## config.mk

```make
export PLATFORM = sky130hd
export DESIGN_NAME = timer_compare_event_unit
export DESIGN_NICKNAME = d
export VERILOG_FILES = /design/src/include/timer_compare_pkg.sv /design/src/hdl/level_sync.sv /design/src/hdl/compare_channel.sv /design/src/hdl/timer_compare_event_unit.sv
export VERILOG_INCLUDE_DIRS = /design/src /design/src/include
export SDC_FILE = /design/constraint.sdc
export NUM_CORES = 1
export LEC_CHECK = 0
export BUFFER_PORTS_ARGS = -buffer_cell sky130_fd_sc_hd__buf_2
export CORE_ASPECT_RATIO = 0.75
export CORE_MARGIN = 4
export CORE_UTILIZATION = 32
export CTS_CLUSTER_SIZE = 40
export DETAILED_ROUTE_END_ITERATION = 7
export MAX_ROUTING_LAYER = met4
export PLACE_DENSITY = 0.5
export SLEW_MARGIN = 10
export SYNTH_ARGS = -nofsm -noshare
export SYNTH_HDL_FRONTEND = slang
export SYNTH_SLANG_ARGS = --single-unit
```

## constraint.sdc

```tcl
create_clock -name CLK_SYS -period 3.9 [get_ports CLK_SYS]
set_input_delay 0.195 -clock CLK_SYS [delete_from_list [all_inputs] [get_ports CLK_SYS]]
set_output_delay 0.195 -clock CLK_SYS [all_outputs]
set_load 0.05 [all_outputs]
```

## src/include/timer_compare_defs.svh

```systemverilog
// Register offsets, field positions, reset values and widths of the timer/compare unit
`ifndef TIMER_COMPARE_DEFS_SVH
`define TIMER_COMPARE_DEFS_SVH

// ************************************************************
// Bus widths
// ************************************************************
`define ADDR_W          5
`define DATA_W          8
`define COUNT_W         16

// ************************************************************
// Register offsets
// ************************************************************
`define OFS_T1_LOW      5'h00
`define OFS_T1_HIGH     5'h01
`define OFS_T2_LOW      5'h02
`define OFS_T2_HIGH     5'h03
`define OFS_TIMER_CTRL  5'h04
`define OFS_CHA_CTRL    5'h05
`define OFS_CHA_LOW     5'h06
`define OFS_CHA_HIGH    5'h07
`define OFS_CHB_CTRL    5'h08
`define OFS_CHB_LOW     5'h09
`define OFS_CHB_HIGH    5'h0A
`define OFS_FLAGS_A     5'h0B
`define OFS_ENABLES_A   5'h0C
`define OFS_FLAGS_B     5'h0D
`define OFS_ENABLES_B   5'h0E
`define OFS_VOLT_CTRL   5'h0F
`define OFS_PIN_DIR     5'h10

// ************************************************************
// Field positions
// ************************************************************
`define TCTRL_T1_RUN    0
`define TCTRL_T2_RUN    1
`define CH_TB_BIT       4
`define FA_T1_OVF       0
`define FA_CHA_CMP      2
`define FB_OSC_FAIL     7
`define FB_CMP_CHANGE   6
`define FB_NV_DONE      4
`define FB_BUS_COLL     3
`define FB_VOLT_DET     2
`define FB_T2_OVF       1
`define FB_CHB_CMP      0
`define VDC_DIRECTION   7
`define VDC_ENABLE      4

// ************************************************************
// Masks and reset values
// ************************************************************
`define FLAGS_A_MASK    8'h05
`define FLAGS_B_MASK    8'hDF
`define COUNT_MAX       16'hFFFF
`define RST_BYTE        8'h00
`define RST_COUNT       16'h0000
`define RST_PIN_DIR     2'h3

`endif

```

## src/include/timer_compare_pkg.sv

```systemverilog
// Types shared by the timer/compare unit and its channel and synchroniser modules
package timer_compare_pkg;

  typedef enum logic [3:0] {
    MODE_OFF      = 4'h0,
    MODE_TOGGLE   = 4'h2,
    MODE_SET_HIGH = 4'h8,
    MODE_SET_LOW  = 4'h9,
    MODE_SOFT_IRQ = 4'hA,
    MODE_SPECIAL  = 4'hB
  } compare_mode_type;

  typedef struct packed {
    logic match_prev;
    logic out_level;
  } channel_state_type;

  typedef struct packed {
    logic meta;
    logic stable;
  } sync_state_type;

  typedef struct packed {
    logic [15:0]      first_timer_count;
    logic [15:0]      second_timer_count;
    logic [1:0]       timer_ctrl;
    logic [1:0][4:0]  channel_control;
    logic [1:0][15:0] compare_value;
    logic [7:0]       peripheral_flags_a;
    logic [7:0]       peripheral_enables_a;
    logic [7:0]       peripheral_flags_b;
    logic [7:0]       peripheral_enables_b;
    logic [7:0]       voltage_detect_control;
    logic [1:0]       pin_direction;
    logic             supply_prev;
    logic [7:0]       rd_data;
    logic             irq;
    logic             adc_start;
  } unit_state_type;

endpackage

```

## src/hdl/level_sync.sv

```systemverilog
// Two flip-flop synchroniser for a level arriving from outside the clock domain
`timescale 1ns/1ps
module level_sync (
  input  wire logic clk_sys,
  input  wire logic reset,
  input  wire logic clk_en,
  input  wire logic async_in,
  output logic      sync_out
);
  import timer_compare_pkg::*;

  sync_state_type state;
  sync_state_type next_state;

  // First stage feeds only the second
  always_comb begin
    next_state.meta = async_in;
    next_state.stable = state.meta;
  end

  always_ff @(posedge clk_sys or posedge reset) begin
    if (reset) begin
      state <= '0;
    end else if (clk_en) begin
      state <= next_state;
    end
  end

  assign sync_out = state.stable;
endmodule

```

## src/hdl/compare_channel.sv

```systemverilog
// One compare channel: match detection, output latch and special event trigger
`timescale 1ns/1ps
module compare_channel (
  input  wire logic                                clk_sys,
  input  wire logic                                reset,
  input  wire logic                                clk_en,
  input  wire logic [15:0]                         time_base,
  input  wire logic [15:0]                         compare_value,
  input  wire timer_compare_pkg::compare_mode_type compare_mode_select,
  input  wire logic                                force_low,
  output logic                                     match_event,
  output logic                                     special_trigger,
  output logic                                     out_level
);
  import timer_compare_pkg::*;

  channel_state_type state;
  channel_state_type next_state;
  logic              is_compare;
  logic              equal;

  assign equal = (time_base == compare_value);

  always_comb begin
    case (compare_mode_select)
      MODE_TOGGLE, MODE_SET_HIGH, MODE_SET_LOW, MODE_SOFT_IRQ, MODE_SPECIAL: begin
        is_compare = 1'b1;
      end
      default: begin
        is_compare = 1'b0;
      end
    endcase
  end

  assign match_event = is_compare & equal & ~state.match_prev;
  assign special_trigger = match_event & (compare_mode_select == MODE_SPECIAL);

  always_comb begin
    next_state = state;
    next_state.match_prev = equal;
    if (match_event) begin
      case (compare_mode_select)
        MODE_SET_HIGH: begin
          next_state.out_level = 1'b1;
        end
        MODE_SET_LOW: begin
          next_state.out_level = 1'b0;
        end
        MODE_TOGGLE: begin
          next_state.out_level = ~state.out_level;
        end
        default: begin
          next_state.out_level = state.out_level;
        end
      endcase
    end
    if (force_low) begin
      next_state.out_level = 1'b0;
    end
  end

  always_ff @(posedge clk_sys or posedge reset) begin
    if (reset) begin
      state <= '0;
    end else if (clk_en) begin
      state <= next_state;
    end
  end

  assign out_level = state.out_level;
endmodule

```

## src/hdl/timer_compare_event_unit.sv

```systemverilog
// Two 16-bit timers, two compare channels, peripheral flag registers and interrupt
//
// Summary of operation
// - First timer counts full range, wraps
// - Wrap latches overflow flag; enable gates interrupt
// - Software timer write beats trigger clear
// - Trigger clear never sets overflow flag
// - Channel compares value with chosen timer
// - Match drives high, low, toggles, holds
// - Match sets compare flag with action
// - Zero control write forces latch low
// - Soft interrupt mode only sets flag
// - Special event mode clears assigned timer
// - Second channel trigger starts enabled converter
// - Bus collision flag sticky until cleared
// - Voltage flag on crossing in chosen direction
`timescale 1ns/1ps
`include "timer_compare_defs.svh"
module timer_compare_event_unit (
  input  wire logic        CLK_SYS,
  input  wire logic        RESET,
  input  wire logic        CLK_EN,
  input  wire logic [4:0]  ADDR,
  input  wire logic [7:0]  WR_DATA,
  input  wire logic        WR_STROBE,
  input  wire logic        RD_STROBE,
  output logic      [7:0]  RD_DATA,
  input  wire logic        BUS_COLLISION_EVENT,
  input  wire logic        OSC_FAIL_EVENT,
  input  wire logic        COMPARATOR_CHANGE_EVENT,
  input  wire logic        NV_WRITE_DONE_EVENT,
  input  wire logic        SUPPLY_ABOVE_TRIP,
  input  wire logic        ADC_ENABLED,
  output logic             ADC_START,
  output logic      [1:0]  COMPARE_PIN,
  output logic      [1:0]  COMPARE_PIN_OE_N,
  output logic             IRQ
);
  import timer_compare_pkg::*;

  // ************************************************************
  // Declarations
  // ************************************************************
  localparam logic [1:0][4:0] CTRL_OFS = {`OFS_CHB_CTRL, `OFS_CHA_CTRL};
  localparam logic [1:0][4:0] LOW_OFS  = {`OFS_CHB_LOW, `OFS_CHA_LOW};
  localparam logic [1:0][4:0] HIGH_OFS = {`OFS_CHB_HIGH, `OFS_CHA_HIGH};

  unit_state_type   state;
  unit_state_type   next_state;
  logic [1:0]       match_event;
  logic [1:0]       special_trigger;
  logic [1:0]       out_level;
  logic [1:0]       force_low;
  logic [1:0][15:0] time_base;
  logic             supply_sync;
  logic             run_a;
  logic             run_b;
  logic             wrap_a;
  logic             wrap_b;
  logic             clear_a;
  logic             clear_b;
  logic             crossing;
  logic [7:0]       set_a;
  logic [7:0]       set_b;
  logic [7:0]       w1c_a;
  logic [7:0]       w1c_b;
  logic [7:0]       rd_value;

  // ************************************************************
  // Compare channels
  // ************************************************************
  for (genvar g = 0; g < 2; g++) begin : gen_channel
    assign time_base[g] = state.channel_control[g][`CH_TB_BIT] ?
                          state.second_timer_count : state.first_timer_count;
    assign force_low[g] = WR_STROBE & (ADDR == CTRL_OFS[g]) & (WR_DATA == `RST_BYTE);

    compare_channel u_channel (
      .clk_sys             (CLK_SYS),
      .reset               (RESET),
      .clk_en              (CLK_EN),
      .time_base           (time_base[g]),
      .compare_value       (state.compare_value[g]),
      .compare_mode_select (compare_mode_type'(state.channel_control[g][3:0])),
      .force_low           (force_low[g]),
      .match_event         (match_event[g]),
      .special_trigger     (special_trigger[g]),
      .out_level           (out_level[g])
    );
  end

  // ************************************************************
  // Supply monitor input
  // ************************************************************
  // Analog comparator output is asynchronous to this clock
  level_sync u_supply_sync (
    .clk_sys  (CLK_SYS),
    .reset    (RESET),
    .clk_en   (CLK_EN),
    .async_in (SUPPLY_ABOVE_TRIP),
    .sync_out (supply_sync)
  );

  // ************************************************************
  // Next state
  // ************************************************************
  always_comb begin
    next_state = state;
    run_a = state.timer_ctrl[`TCTRL_T1_RUN];
    run_b = state.timer_ctrl[`TCTRL_T2_RUN];
    wrap_a = run_a & (state.first_timer_count == `COUNT_MAX);
    wrap_b = run_b & (state.second_timer_count == `COUNT_MAX);
    clear_a = (special_trigger[0] & ~state.channel_control[0][`CH_TB_BIT]) |
              (special_trigger[1] & ~state.channel_control[1][`CH_TB_BIT]);
    clear_b = (special_trigger[0] & state.channel_control[0][`CH_TB_BIT]) |
              (special_trigger[1] & state.channel_control[1][`CH_TB_BIT]);

    if (clear_a) begin
      next_state.first_timer_count = `RST_COUNT;
    end else if (run_a) begin
      next_state.first_timer_count = state.first_timer_count + 16'h0001;
    end
    if (clear_b) begin
      next_state.second_timer_count = `RST_COUNT;
    end else if (run_b) begin
      next_state.second_timer_count = state.second_timer_count + 16'h0001;
    end

    next_state.supply_prev = supply_sync;
    crossing = state.voltage_detect_control[`VDC_ENABLE] &
               (state.voltage_detect_control[`VDC_DIRECTION] ?
                (supply_sync & ~state.supply_prev) : (~supply_sync & state.supply_prev));

    set_a = `RST_BYTE;
    set_b = `RST_BYTE;
    // trigger clear is not a wrap
    set_a[`FA_T1_OVF] = wrap_a & ~clear_a;
    set_a[`FA_CHA_CMP] = match_event[0];
    set_b[`FB_CHB_CMP] = match_event[1];
    set_b[`FB_T2_OVF] = wrap_b & ~clear_b;
    set_b[`FB_BUS_COLL] = BUS_COLLISION_EVENT;
    set_b[`FB_VOLT_DET] = crossing;
    set_b[`FB_NV_DONE] = NV_WRITE_DONE_EVENT;
    set_b[`FB_CMP_CHANGE] = COMPARATOR_CHANGE_EVENT;
    set_b[`FB_OSC_FAIL] = OSC_FAIL_EVENT;

    w1c_a = `RST_BYTE;
    w1c_b = `RST_BYTE;

    // ************************************************************
    // Register writes
    // ************************************************************
    // write placed after clear so it wins
    if (WR_STROBE) begin
      case (ADDR)
        `OFS_T1_LOW: begin
          next_state.first_timer_count[7:0] = WR_DATA;
        end
        `OFS_T1_HIGH: begin
          next_state.first_timer_count[15:8] = WR_DATA;
        end
        `OFS_T2_LOW: begin
          next_state.second_timer_count[7:0] = WR_DATA;
        end
        `OFS_T2_HIGH: begin
          next_state.second_timer_count[15:8] = WR_DATA;
        end
        `OFS_TIMER_CTRL: begin
          next_state.timer_ctrl = WR_DATA[1:0];
        end
        `OFS_FLAGS_A: begin
          w1c_a = WR_DATA & `FLAGS_A_MASK;
        end
        `OFS_ENABLES_A: begin
          next_state.peripheral_enables_a = WR_DATA & `FLAGS_A_MASK;
        end
        `OFS_FLAGS_B: begin
          w1c_b = WR_DATA & `FLAGS_B_MASK;
        end
        `OFS_ENABLES_B: begin
          next_state.peripheral_enables_b = WR_DATA & `FLAGS_B_MASK;
        end
        `OFS_VOLT_CTRL: begin
          next_state.voltage_detect_control = WR_DATA;
        end
        `OFS_PIN_DIR: begin
          next_state.pin_direction = WR_DATA[1:0];
        end
        default: begin
          next_state.timer_ctrl = state.timer_ctrl;
        end
      endcase
      for (int g = 0; g < 2; g++) begin
        if (ADDR == CTRL_OFS[g]) begin
          next_state.channel_control[g] = WR_DATA[4:0];
        end
        if (ADDR == LOW_OFS[g]) begin
          next_state.compare_value[g][7:0] = WR_DATA;
        end
        if (ADDR == HIGH_OFS[g]) begin
          next_state.compare_value[g][15:8] = WR_DATA;
        end
      end
    end

    next_state.peripheral_flags_a = (state.peripheral_flags_a & ~w1c_a) | set_a;
    next_state.peripheral_flags_b = (state.peripheral_flags_b & ~w1c_b) | set_b;

    next_state.irq = |(next_state.peripheral_flags_a & next_state.peripheral_enables_a) |
                     |(next_state.peripheral_flags_b & next_state.peripheral_enables_b);

    next_state.adc_start = special_trigger[1] & ADC_ENABLED;

    // ************************************************************
    // Register reads
    // ************************************************************
    rd_value = `RST_BYTE;
    case (ADDR)
      `OFS_T1_LOW: begin
        rd_value = state.first_timer_count[7:0];
      end
      `OFS_T1_HIGH: begin
        rd_value = state.first_timer_count[15:8];
      end
      `OFS_T2_LOW: begin
        rd_value = state.second_timer_count[7:0];
      end
      `OFS_T2_HIGH: begin
        rd_value = state.second_timer_count[15:8];
      end
      `OFS_TIMER_CTRL: begin
        rd_value = {6'h00, state.timer_ctrl};
      end
      `OFS_FLAGS_A: begin
        rd_value = state.peripheral_flags_a;
      end
      `OFS_ENABLES_A: begin
        rd_value = state.peripheral_enables_a;
      end
      `OFS_FLAGS_B: begin
        rd_value = state.peripheral_flags_b;
      end
      `OFS_ENABLES_B: begin
        rd_value = state.peripheral_enables_b;
      end
      `OFS_VOLT_CTRL: begin
        rd_value = state.voltage_detect_control;
      end
      `OFS_PIN_DIR: begin
        rd_value = {6'h00, state.pin_direction};
      end
      default: begin
        rd_value = `RST_BYTE;
      end
    endcase
    for (int g = 0; g < 2; g++) begin
      if (ADDR == CTRL_OFS[g]) begin
        rd_value = {3'h0, state.channel_control[g]};
      end
      if (ADDR == LOW_OFS[g]) begin
        rd_value = state.compare_value[g][7:0];
      end
      if (ADDR == HIGH_OFS[g]) begin
        rd_value = state.compare_value[g][15:8];
      end
    end
    // Read data valid one cycle only, zero elsewhere
    next_state.rd_data = RD_STROBE ? rd_value : `RST_BYTE;
  end

  // ************************************************************
  // State register
  // ************************************************************
  always_ff @(posedge CLK_SYS or posedge RESET) begin
    if (RESET) begin
      state <= '0;
      state.pin_direction <= `RST_PIN_DIR;
    end else if (CLK_EN) begin
      state <= next_state;
    end
  end

  // ************************************************************
  // Outputs
  // ************************************************************
  assign RD_DATA = state.rd_data;
  assign IRQ = state.irq;
  assign ADC_START = state.adc_start;
  assign COMPARE_PIN = out_level;
  // pin drives only with direction bit clear
  assign COMPARE_PIN_OE_N = state.pin_direction;
endmodule

```

* After elaboration in Yosys (flattened, before gate mapping) *
Index checks and enable logic that the tools add are counted.

storage, ports and cells
  register bits after elaboration = 135
  output and inout port bits = 14
  word-level logic and storage cells = 166

operators by class
  multiplexer cells = 45
  bitwise gates (word level) = 43
  $add $sub $neg = 2
  equality and inequality tests = 30
  reduce and logical (&&, ||, !) cells = 21

operators by type and width
  operator                 count
  $mux W8                  21
  $mux W16                 6
  $pmux W8 S11             1
  $mux W76                 1
  $eq A5 B4 Y1 const B     8
  $reduce_and A3 Y1        11
  $add A16 B1 Y16 const B  2
  $and A8 B8 Y8            4
  $eq A16 B16 Y1           2
  $eq A16 B16 Y1 const B   2
  $eq A4 B4 Y1 const B     8
  $and A1 B1 Y1            22
  $eq A5 B3 Y1 const B     4
  $mux W18                 1
  $not A8 Y8               2
  $reduce_or A8 Y1         2
  $eq A5 B2 Y1 const B     2
  $mux W5                  2
  $not A1 Y1               10
  $reduce_or A5 Y1         2
  $eq A4 B2 Y1 const B     2
  $logic_not A8 Y1         1
  $or A8 B3 Y8             1
  $or A8 B8 Y8             1
  other kinds (10)         23

* Depth between registers and ports, before layout *
Gate-level depths: netlist of run 1.

  depth in word-level cells = 14
  depth in mapped cells = 10
  depth with buffers taken out = 8

* Hierarchy *
A second synthesis of run 1 with hierarchy kept.

second synthesis, totals
  cell total of the unflattened synthesis = 842
  area, all modules = 7990.2 sq um

by module, submodules not included
  module                    sequential area each (sq um)  times used  area an instance (sq um)  cells each
  timer_compare_event_unit  2880.3                        1           7168.1                    753
  compare_channel           50.0                          2           372.9                     42
  level_sync                50.0                          1           76.3                      5

* Worst setup path after synthesis of run 1 *
No wires, ideal clock.

  path type = input to register
  start point = input ADDR[1]
  end point = register state (netlist bit IRQ)
  stages on the path = 9
  library setup time = 0.126 ns
  buffers on the path = 2
  setup slack = 1.488 ns
  data arrival time = 2.286 ns
  data required time = 3.774 ns
  cells stage by stage = clkbuf_1 -> nand2b_1 -> buf_2 -> nor2_2 -> mux2_1 -> a222oi_1 -> nand4_1 -> a311o_1 -> o32a_1

on the way
  cells in the longest elaborated chain, start to end = 9
  elaborated cells on any way between the ends = 23

RTL lines
  element                                              line                                                              RTL
  from (decl)                                          timer_compare_event_unit.sv:23                                    input wire logic [4:0] ADDR,
  $eq A5 B4 Y1                                         timer_compare_event_unit.sv:154                                   case (ADDR)
  $mux W3 / $mux W8 (equally long branches)            timer_compare_event_unit.sv:154
  $mux W3 / $mux W8 (equally long branches)            timer_compare_event_unit.sv:153                                   if (WR_STROBE) begin
  $not A8 Y8, on equally long branches                 timer_compare_event_unit.sv:205, timer_compare_event_unit.sv:206
  $and A8 B8 Y8, on equally long branches              timer_compare_event_unit.sv:205, timer_compare_event_unit.sv:206
  $or A8 B3 Y8 / $or A8 B8 Y8 (equally long branches)  timer_compare_event_unit.sv:205, timer_compare_event_unit.sv:206
  $and A8 B8 Y8, on equally long branches              timer_compare_event_unit.sv:208, timer_compare_event_unit.sv:209
  $reduce_or A8 Y1, on equally long branches           timer_compare_event_unit.sv:208, timer_compare_event_unit.sv:209
  $or A1 B1 Y1 (*)                                     timer_compare_event_unit.sv:209                                   |(next_state.peripheral_flags_b & next_state.peripheral_enables_b);
  to (signal assigned)                                 timer_compare_event_unit.sv:278                                   state <= next_state;
  to (decl)                                            timer_compare_event_unit.sv:48                                    unit_state_type state;

Mark *: on every way between the ends. The rest lies on a longest branch, timed or not.
A chain may end at the register's enable or synchronous reset.

* Worst setup path in the final report of run 1 *
  start point = register state[94] in the netlist's numbering
  end point = register state[98] in the netlist's numbering

on the way
  cells in the longest elaborated chain, start to end = 10

RTL lines
  element                     line                             RTL
  $mux W16                    timer_compare_event_unit.sv:73   assign time_base[g] = state.channel_control[g][`CH_TB_BIT] ?
  $eq A16 B16 Y1              compare_channel.sv:22            assign equal = (time_base == compare_value);
  $and A1 B1 Y1 (2 in a row)  compare_channel.sv:35            assign match_event = is_compare & equal & ~state.match_prev;
  $and A1 B1 Y1               compare_channel.sv:36            assign special_trigger = match_event & (compare_mode_select == MODE_SPECIAL);
  $and A1 B1 Y1 (*)           timer_compare_event_unit.sv:115  (special_trigger[1] & state.channel_control[1][`CH_TB_BIT]);
  $or A1 B1 Y1 (*)            timer_compare_event_unit.sv:114  clear_b = (special_trigger[0] & state.channel_control[0][`CH_TB_BIT]) |
  $mux W16 (*)                timer_compare_event_unit.sv:122  if (clear_b) begin
  $mux W8                     timer_compare_event_unit.sv:154
  $mux W76 (*)                timer_compare_event_unit.sv:153

Marks and branches as above.

==> results of run 1 <==
==> Yosys cell counts, drive strengths merged, types with 7 or more instances <==
library cell,number,share of area
a32oi,8,0.0087
clkbuf,55,0.026
o221ai,11,0.013
mux2,71,0.099
xnor2,28,0.030
or3,12,0.0093
dfrtp,119,0.37
a22oi,21,0.019
nor3,25,0.017
inv,23,0.011
a31oi,14,0.011
nand2b,15,0.012
buf,32,0.026
a21oi,20,0.012
nor4,16,0.016
nand3,41,0.026
o21ai,31,0.019
nor2b,11,0.0085
mux2i,43,0.053
nand4,22,0.018
o211ai,7,0.0065
nand2,61,0.028
o22ai,7,0.0062
nor2,53,0.025
and3,16,0.012
a221oi,7,0.0076
==> cells by family after synthesis <==
logic type	after synthesis
multiplexers	114
buffers and inverters	111
flip-flops	121
XOR/XNOR	32
adder cells (fa/ha/maj)	2
AO/OA/AOI/OAI	186
AND/OR/NAND/NOR	305
==> final cells by class <==
class | instances | area (µm²)
clock buffer | 22 | 484.2
multi-input combinational | 639 | 4548
clock inverter | 10 | 92.59
tap | 338 | 422.9
inverter | 24 | 92.59
sequential | 121 | 3030
fill | 2570 | 15840
timing repair buffer | 62 | 390.4
==> flip-flops by register name, summed over array words and instances, names as in the netlist <==
| register | flops |
|---|---|
| gen_channel.u_channel.state | 2 |
| ADC_START | 1 |
| u_supply_sync.sync_out | 1 |
| COMPARE_PIN_OE_N | 2 |
| run_b | 1 |
| state | 101 |
| run_a | 1 |
| gen_channel.u_channel.out_level | 2 |
| IRQ | 1 |
| RD_DATA | 8 |
| u_supply_sync.next_state | 1 |
==> worst max path at each step <==
stage	startpoint	end	slack, ns	cells after the start
global route	state[94]	state[98]	0.39	7
detailed placement	state[94]	state[98]	0.57	7
CTS	state[94]	state[98]	0.59	7
floorplan	RESET	ADC_START	0.49	1
global placement	state[94]	state[97]	0.62	7
finish	state[94]	state[98]	0.54	7
==> cells in the final DEF (no fill, tap or decap), types with 7 or more instances in the layout <==
master	instances
sky130_fd_sc_hd__o21ai_0	31
sky130_fd_sc_hd__a22oi_1	21
sky130_fd_sc_hd__nor4_1	11
sky130_fd_sc_hd__nand2_1	61
sky130_fd_sc_hd__a221oi_1	7
sky130_fd_sc_hd__nand3_1	40
sky130_fd_sc_hd__nor2b_1	11
sky130_fd_sc_hd__o211ai_1	7
sky130_fd_sc_hd__mux2_2	70
sky130_fd_sc_hd__o221ai_1	10
sky130_fd_sc_hd__nand4_1	21
sky130_fd_sc_hd__mux2i_1	43
sky130_fd_sc_hd__or3_1	12
sky130_fd_sc_hd__nor3_1	23
sky130_fd_sc_hd__nand2b_1	15
sky130_fd_sc_hd__buf_4	22
sky130_fd_sc_hd__and3_1	16
sky130_fd_sc_hd__clkbuf_16	17
sky130_fd_sc_hd__xnor2_1	28
sky130_fd_sc_hd__buf_2	37
sky130_fd_sc_hd__a21oi_1	20
sky130_fd_sc_hd__inv_1	22
sky130_fd_sc_hd__dfrtp_1	119
sky130_fd_sc_hd__a32oi_1	8
sky130_fd_sc_hd__a31oi_1	14
sky130_fd_sc_hd__nor2_1	52
==> layer usage <==
metal / up-vias / GRT usage
li1: 3245 / -
met2: 393 / 0.2861
met4: 0 / 0.05922
met3: 41 / 0.08249
met5: - / -
met1: 3651 / 0.3491
==> power by group <==
| group | internal, mW | leakage [nW] | switching, mW | total [mW] |
|---|---|---|---|---|
| Combinational | 0.421 | 2.01 | 0.511 | 0.932 |
| Clock | 0.942 | 0.275 | 0.614 | 1.56 |
| Sequential | 1.43 | 1.46 | 0.383 | 1.81 |
| Total | 2.79 | 3.74 | 1.51 | 4.30 |
==> metrics by stage <==
| stage | total power [mW] | setup WS (ns) |
|---|---|---|
| global placement | 2.730 | 0.6229 |
| CTS | 4.303 | 0.5871 |
| detailed placement | 2.730 | 0.5690 |
| global route | 4.495 | 0.3930 |
| floorplan | 2.391 | 0.4941 |
| finish | 4.302 | 0.5387 |
==> what timing repair did <==
action	in CTS	in global routing
endpoints found under the hold margin	52	0
hold buffers	2	0
setup buffers	0	0
==> impl_metrics.prom, run 1 <==
# TYPE chip_impl_metric gauge
chip_impl_metric{name="worst_setup_hold_path_clk_slew",unit="ns"} 0.06
chip_impl_metric{name="vdd.ir_drop.worst",unit="mV"} 0.3399
chip_impl_metric{name="fraction_of_synthesized_area_in_multiplexers",unit=""} 0.1521
chip_impl_metric{name="cts_buffers",unit=""} 17
chip_impl_metric{name="share_of_cells_above_drive_strength_1",unit=""} 0.2062
chip_impl_metric{name="clock_insertion_delay_worst_skew",unit="ns"} 0.43
chip_impl_metric{name="antenna_violations_before_repair",unit=""} 0
chip_impl_metric{name="finalWeightedCongestion",unit=""} 0.9497
chip_impl_metric{name="post_synthesis_compound_gate_area_fraction",unit=""} 0.1682
chip_impl_metric{name="finalWorstPathRequiredPeriod",unit="ns"} 3.361
chip_impl_metric{name="peak_clock_frequency_supported_by_timing",unit="MHz"} 297.5
chip_impl_metric{name="grt_pass1_wl",unit="µm"} 46860
chip_impl_metric{name="detailedPlacementHpwl",unit="µm"} 22340
chip_impl_info{name="hold_path.class",value="input pin to flip-flop"} 1
chip_impl_metric{name="post_cts_resized",unit=""} 0
chip_impl_metric{name="cts-root-to-sink-buffers",unit=""} 2
chip_impl_metric{name="grt_max_degree",unit=""} 71
chip_impl_metric{name="drt_drc_violations_left",unit=""} 0
chip_impl_metric{name="post_route_insts_no_fill",unit=""} 1216
chip_impl_metric{name="htree_levels",unit=""} 4
chip_impl_metric{name="rows",unit=""} 50
chip_impl_metric{name="critical_path_peak_fanout",unit=""} 23
chip_impl_metric{name="crit_required",unit="ns"} 4.19
chip_impl_metric{name="number_of_global_route_vias_before_repair",unit=""} 6943
chip_impl_metric{name="timing.critical_path.slowest_cell_delay",unit="ns"} 1.02
chip_impl_metric{name="syn_inst",unit=""} 871
chip_impl_metric{name="final.setup_skew",unit="ns"} 0.009391
chip_impl_metric{name="cts.sinks",unit=""} 121
chip_impl_metric{name="fin_nets",unit=""} 891
chip_impl_metric{name="wp_buf_inv",unit=""} 0
chip_impl_metric{name="drt_iter0_drc",unit=""} 914
chip_impl_metric{name="numPlacedInstances",unit=""} 1182
chip_impl_info{name="synth_top_family_by_area",value="simple AND/OR/NAND/NOR gates"} 1
chip_impl_metric{name="met1_wire_length",unit="µm"} 14510
chip_impl_metric{name="synth.yosys.seq_area_share",unit=""} 0.3747
chip_impl_metric{name="area_growth_syn_to_layout",unit="%"} 12.04
chip_impl_metric{name="summed_area_of_non_filler_cells_in_the_final_layout",unit="mm²"} 0.009061
chip_impl_info{name="worst_hold_path.endpoint",value="state[36]"} 1
chip_impl_info{name="rsz0062_at_grt",value="false"} 1
chip_impl_metric{name="initial_core_util",unit=""} 0.3248
chip_impl_metric{name="final_util",unit=""} 0.3639
chip_impl_info{name="clk_root_buffer_cell",value="sky130_fd_sc_hd__clkbuf_16"} 1
chip_impl_metric{name="least_margin_pin_slew",unit="ns"} 1.041
chip_impl_metric{name="coreArea",unit="mm²"} 0.02490
chip_impl_info{name="crit_path_end_kind",value="flip-flop"} 1
chip_impl_metric{name="die_area",unit="mm²"} 0.02791
chip_impl_info{name="path_class",value="flip-flop to flip-flop"} 1
chip_impl_info{name="worstReg2RegEnd",value="state[98]"} 1
chip_impl_metric{name="total_number_of_yosys_warnings",unit=""} 0
chip_impl_metric{name="postRouteAntennaNets",unit=""} 0
chip_impl_metric{name="synth_cell_type_count",unit=""} 77
chip_impl_metric{name="fin_worst_hold_slack",unit="ns"} 0.02012
chip_impl_metric{name="ys_async_sr_fraction",unit=""} 1.000
chip_impl_metric{name="num_vias",unit=""} 7330
chip_impl_info{name="ys.flop_type",value="sky130_fd_sc_hd__dfrtp_1"} 1
chip_impl_info{name="critPathTopFamily",value="compound AO/OA/AOI/OAI gates"} 1
chip_impl_metric{name="detailedRoute.firstPassIterationCount",unit=""} 6
chip_impl_metric{name="synth_xor_xnor_area_share",unit=""} 0.03465
chip_impl_metric{name="gr-usage-all-layers",unit=""} 0.2310
chip_impl_info{name="hold_start",value="OSC_FAIL_EVENT"} 1
chip_impl_metric{name="max_cap_viol_count",unit=""} 0
chip_impl_metric{name="syn-num-nets",unit=""} 897
chip_impl_metric{name="chipWidth",unit="µm"} 191.6
chip_impl_metric{name="cellLeakagePower",unit="nW"} 3.738
chip_impl_metric{name="port_buffers",unit=""} 37
chip_impl_metric{name="met2_wirelength",unit="µm"} 12200
chip_impl_metric{name="r2r_setup_slack",unit="ns"} 0.54
chip_impl_metric{name="viasPerCell",unit=""} 6.028
chip_impl_info{name="crit_path_top_delay_cell",value="sky130_fd_sc_hd__dfrtp_1"} 1
chip_impl_info{name="dr.max_layer_used",value="met4"} 1
chip_impl_info{name="critical_path.cell_chain",value="mux2i_1 > xnor2_1 > nor4_1 > nand4_2 > o32a_1 > a41oi_1 > o22ai_1"} 1
chip_impl_metric{name="timing_hold_violations_final",unit=""} 0
chip_impl_metric{name="drt-wirelength-per-cell",unit="µm"} 25.47
chip_impl_metric{name="hold_path_depth",unit=""} 2
chip_impl_info{name="run_status",value="finished, final reports clean"} 1
chip_impl_metric{name="routed_wl",unit="µm"} 30980
chip_impl_metric{name="timing.slew.headroom",unit=""} 0.3062
chip_impl_info{name="tritoncts",value="yes"} 1
chip_impl_metric{name="synth_simple_gate_area_share",unit=""} 0.2044
chip_impl_metric{name="die_height",unit="µm"} 145.7
chip_impl_metric{name="timing.reg2reg.worst_path_depth",unit=""} 7
chip_impl_metric{name="pwr_density_cell",unit="mW/mm²"} 474.8
chip_impl_metric{name="number_of_antenna_diodes",unit=""} 0
chip_impl_metric{name="global_route.overflow_total",unit=""} 0
chip_impl_metric{name="fin_crit_sh",unit=""} 0.8619
chip_impl_metric{name="timing.setup.tns",unit="ns"} 0
chip_impl_metric{name="synthAdderAreaFrac",unit=""} 0.003094
chip_impl_info{name="worst_r2r_startpoint",value="state[94]"} 1
chip_impl_metric{name="placed_area",unit="mm²"} 0.008464
chip_impl_metric{name="synth_area",unit="mm²"} 0.008088
chip_impl_metric{name="finalMaxSlewViolations",unit=""} 0
chip_impl_metric{name="timing.critical_path.arrival",unit="ns"} 3.65
chip_impl_metric{name="report.final.setup_viol",unit=""} 0
chip_impl_info{name="launching_element_type_of_the_critical_path",value="flip-flop"} 1
chip_impl_metric{name="io_pins",unit=""} 38
chip_impl_metric{name="met3RoutedLength",unit="µm"} 3630
chip_impl_metric{name="synth_edf_count",unit=""} 0
chip_impl_metric{name="ys_ff_latch",unit=""} 121
chip_impl_metric{name="synth_area_per_cell",unit="µm²"} 9.286
(Power assumes the default switching activity.)
==> inputs of run 2 (changes only) <==
--- a/config.mk
+++ b/config.mk
@@ -12,7 +12,6 @@
 export CORE_UTILIZATION = 32
 export CTS_CLUSTER_SIZE = 40
 export DETAILED_ROUTE_END_ITERATION = 7
-export MAX_ROUTING_LAYER = met4
 export PLACE_DENSITY = 0.5
 export SLEW_MARGIN = 10
 export SYNTH_ARGS = -nofsm -noshare
==> impl_metrics.prom, run 2 (synthesized netlist as in run 1, its figures left out) <==
# TYPE chip_impl_metric gauge
chip_impl_metric{name="wp_buf_inv",unit=""} 0
chip_impl_metric{name="cts_buffers",unit=""} 17
chip_impl_info{name="crit_path_end_kind",value="flip-flop"} 1
chip_impl_info{name="critical_path.cell_chain",value="mux2i_1 > xnor2_1 > nor4_2 > nand4_2 > o32a_1 > a31oi_1 > o22ai_1"} 1
chip_impl_metric{name="report.final.setup_viol",unit=""} 0
chip_impl_metric{name="cts.sinks",unit=""} 121
chip_impl_info{name="mostFrequentLayoutCell",value="sky130_fd_sc_hd__dfrtp_1"} 1
chip_impl_metric{name="post_cts_resized",unit=""} 0
chip_impl_metric{name="viasPerCell",unit=""} 5.992
chip_impl_metric{name="timing.critical_path.slowest_cell_delay",unit="ns"} 0.99
chip_impl_metric{name="timing.slew.headroom",unit=""} 0.3258
chip_impl_metric{name="cts-root-to-sink-buffers",unit=""} 2
chip_impl_info{name="critPathTopFamily",value="compound AO/OA/AOI/OAI gates"} 1
chip_impl_metric{name="crit_required",unit="ns"} 4.19
chip_impl_info{name="launching_element_type_of_the_critical_path",value="flip-flop"} 1
chip_impl_info{name="hold_path.class",value="input pin to async pin"} 1
chip_impl_metric{name="drt_iter0_drc",unit=""} 993
chip_impl_metric{name="timing.reg2reg.worst_path_depth",unit=""} 7
chip_impl_info{name="failed_checks",value="negative hold slack"} 1
chip_impl_metric{name="htree_levels",unit=""} 4
chip_impl_metric{name="die_height",unit="µm"} 145.7
chip_impl_metric{name="gr-usage-all-layers",unit=""} 0.2243
chip_impl_metric{name="largest_reg_flops",unit=""} 101
chip_impl_metric{name="peak_clock_frequency_supported_by_timing",unit="MHz"} 298.7
chip_impl_metric{name="vdd.ir_drop.worst",unit="mV"} 0.3293
chip_impl_metric{name="initial_core_util",unit=""} 0.3248
chip_impl_metric{name="number_of_antenna_diodes",unit=""} 0
chip_impl_info{name="worst_r2r_startpoint",value="state[94]"} 1
chip_impl_metric{name="finalMaxSlewViolations",unit=""} 0
chip_impl_metric{name="grt_max_degree",unit=""} 75
chip_impl_metric{name="critical_path_peak_fanout",unit=""} 23
chip_impl_metric{name="timing.critical_path.arrival",unit="ns"} 3.64
chip_impl_metric{name="fin_nets",unit=""} 888
chip_impl_metric{name="detailedRoute.firstPassIterationCount",unit=""} 5
chip_impl_metric{name="coreArea",unit="mm²"} 0.02490
chip_impl_info{name="run_status",value="finished with violations"} 1
chip_impl_metric{name="fin_crit_sh",unit=""} 0.8585
chip_impl_metric{name="final.setup_skew",unit="ns"} 0.009729
chip_impl_info{name="clk_root_buffer_cell",value="sky130_fd_sc_hd__clkbuf_16"} 1
chip_impl_metric{name="io_pins",unit=""} 38
chip_impl_info{name="worstReg2RegEnd",value="state[97]"} 1
chip_impl_metric{name="r2r_setup_slack",unit="ns"} 0.55
chip_impl_metric{name="global_route.overflow_total",unit=""} 0
chip_impl_info{name="crit_path_top_delay_cell",value="sky130_fd_sc_hd__dfrtp_1"} 1
chip_impl_metric{name="finalWeightedCongestion",unit=""} 0.9468
chip_impl_info{name="path_class",value="flip-flop to flip-flop"} 1
chip_impl_metric{name="fin_worst_hold_slack",unit="ns"} -0.003301
chip_impl_metric{name="share_of_cells_above_drive_strength_1",unit=""} 0.2037
chip_impl_info{name="rsz0062_at_grt",value="false"} 1
chip_impl_metric{name="pwr_density_cell",unit="mW/mm²"} 478.2
chip_impl_metric{name="area_growth_syn_to_layout",unit="%"} 11.63
chip_impl_metric{name="postRouteAntennaNets",unit=""} 0
chip_impl_metric{name="drt_drc_violations_left",unit=""} 0
chip_impl_metric{name="routed_wl",unit="µm"} 30970
chip_impl_metric{name="max_cap_viol_count",unit=""} 0
chip_impl_metric{name="placed_area",unit="mm²"} 0.008449
chip_impl_info{name="final_cell_mix",value="sky130_fd_sc_hd__dfrtp_1 (119), sky130_fd_sc_hd__mux2_2 (70), sky130_fd_sc_hd__nand2_1 (61)"} 1
chip_impl_metric{name="cts.repair_timing.setup_buffer_count",unit=""} 0
chip_impl_metric{name="totalPowerFinal",unit="mW"} 4.318
chip_impl_metric{name="grt_pass1_wl",unit="µm"} 46760
chip_impl_metric{name="num_vias",unit=""} 7262
chip_impl_metric{name="clock_insertion_delay_worst_skew",unit="ns"} 0.43
chip_impl_metric{name="die_area",unit="mm²"} 0.02791
chip_impl_metric{name="summed_area_of_non_filler_cells_in_the_final_layout",unit="mm²"} 0.009029
chip_impl_metric{name="port_buffers",unit=""} 37
chip_impl_metric{name="drt-wirelength-per-cell",unit="µm"} 25.55
chip_impl_metric{name="number_of_global_route_vias_before_repair",unit=""} 6888
chip_impl_metric{name="least_margin_pin_slew",unit="ns"} 1.008
chip_impl_metric{name="final_util",unit=""} 0.3626
chip_impl_metric{name="detailedPlacementHpwl",unit="µm"} 22270
chip_impl_metric{name="worst_setup_hold_path_clk_slew",unit="ns"} 0.06
chip_impl_metric{name="cts.hold.buffers_added",unit=""} 1
chip_impl_metric{name="chipWidth",unit="µm"} 191.6
chip_impl_info{name="tritoncts",value="yes"} 1
chip_impl_info{name="largest_register",value="state"} 1
chip_impl_metric{name="rows",unit=""} 50
chip_impl_metric{name="timing_hold_violations_final",unit=""} 5
chip_impl_metric{name="cellLeakagePower",unit="nW"} 3.727
chip_impl_metric{name="timing.setup.tns",unit="ns"} 0
chip_impl_metric{name="antenna_violations_before_repair",unit=""} 0
chip_impl_metric{name="finalWorstPathRequiredPeriod",unit="ns"} 3.348
-- run 2: changes by cell type in the layout (fill, tap and decap cells not counted), sizes merged --
cell and change:
buf -2, bufinv +1, clkbuf -3, clkinv +3, clkinvlp -2, dlygate4sd3 -1
-- run 2: layer usage --
layer  GRT usage  routed length [µm]
met1      0.3507               14920
met2      0.2893               12050
met3     0.07050                3344
met4     0.06712                 660
met5           0                   0
-- run 2: worst max path at each step --
stage | slack [ns] | to | cells past startpoint | from
final | 0.55 | state[97] | 7 | state[94]
after global routing | 0.38 | state[98] | 7 | state[94]
after CTS | 0.58 | state[97] | 7 | state[94]
after detailed placement | 0.61 | state[98] | 7 | state[94]
after global placement | 0.60 | state[98] | 7 | state[94]
after floorplan | 0.49 | ADC_START | 1 | RESET
-- run 2: power breakdown --
part / switching, mW / internal [mW] / leakage (nW)
logic: 0.520 / 0.421 / 1.99
clock network: 0.612 / 0.949 / 0.279
registers: 0.385 / 1.43 / 1.46
total: 1.52 / 2.80 / 3.73
-- run 2: area by class of cell --
class                      count  area (µm²)
inverter                      24       92.59
fill                        2571       15870
timing repair buffer          59       365.4
sequential                   121        3030
clock buffer                  19       442.9
tap                          338       422.9
clock inverter                12       126.4
multi-input combinational    639        4548
-- run 2: stage by stage --
stage                     hold slack (ns)  std cells  setup slack (ns)
after CTS                        0.004250       1212            0.5802
final                           -0.003301       1212            0.5520
after global routing              0.01551       1212            0.3820
after floorplan                    0.3410        871            0.4941
after global placement             0.4316       1180            0.6036
after detailed placement           0.4357       1180            0.6086
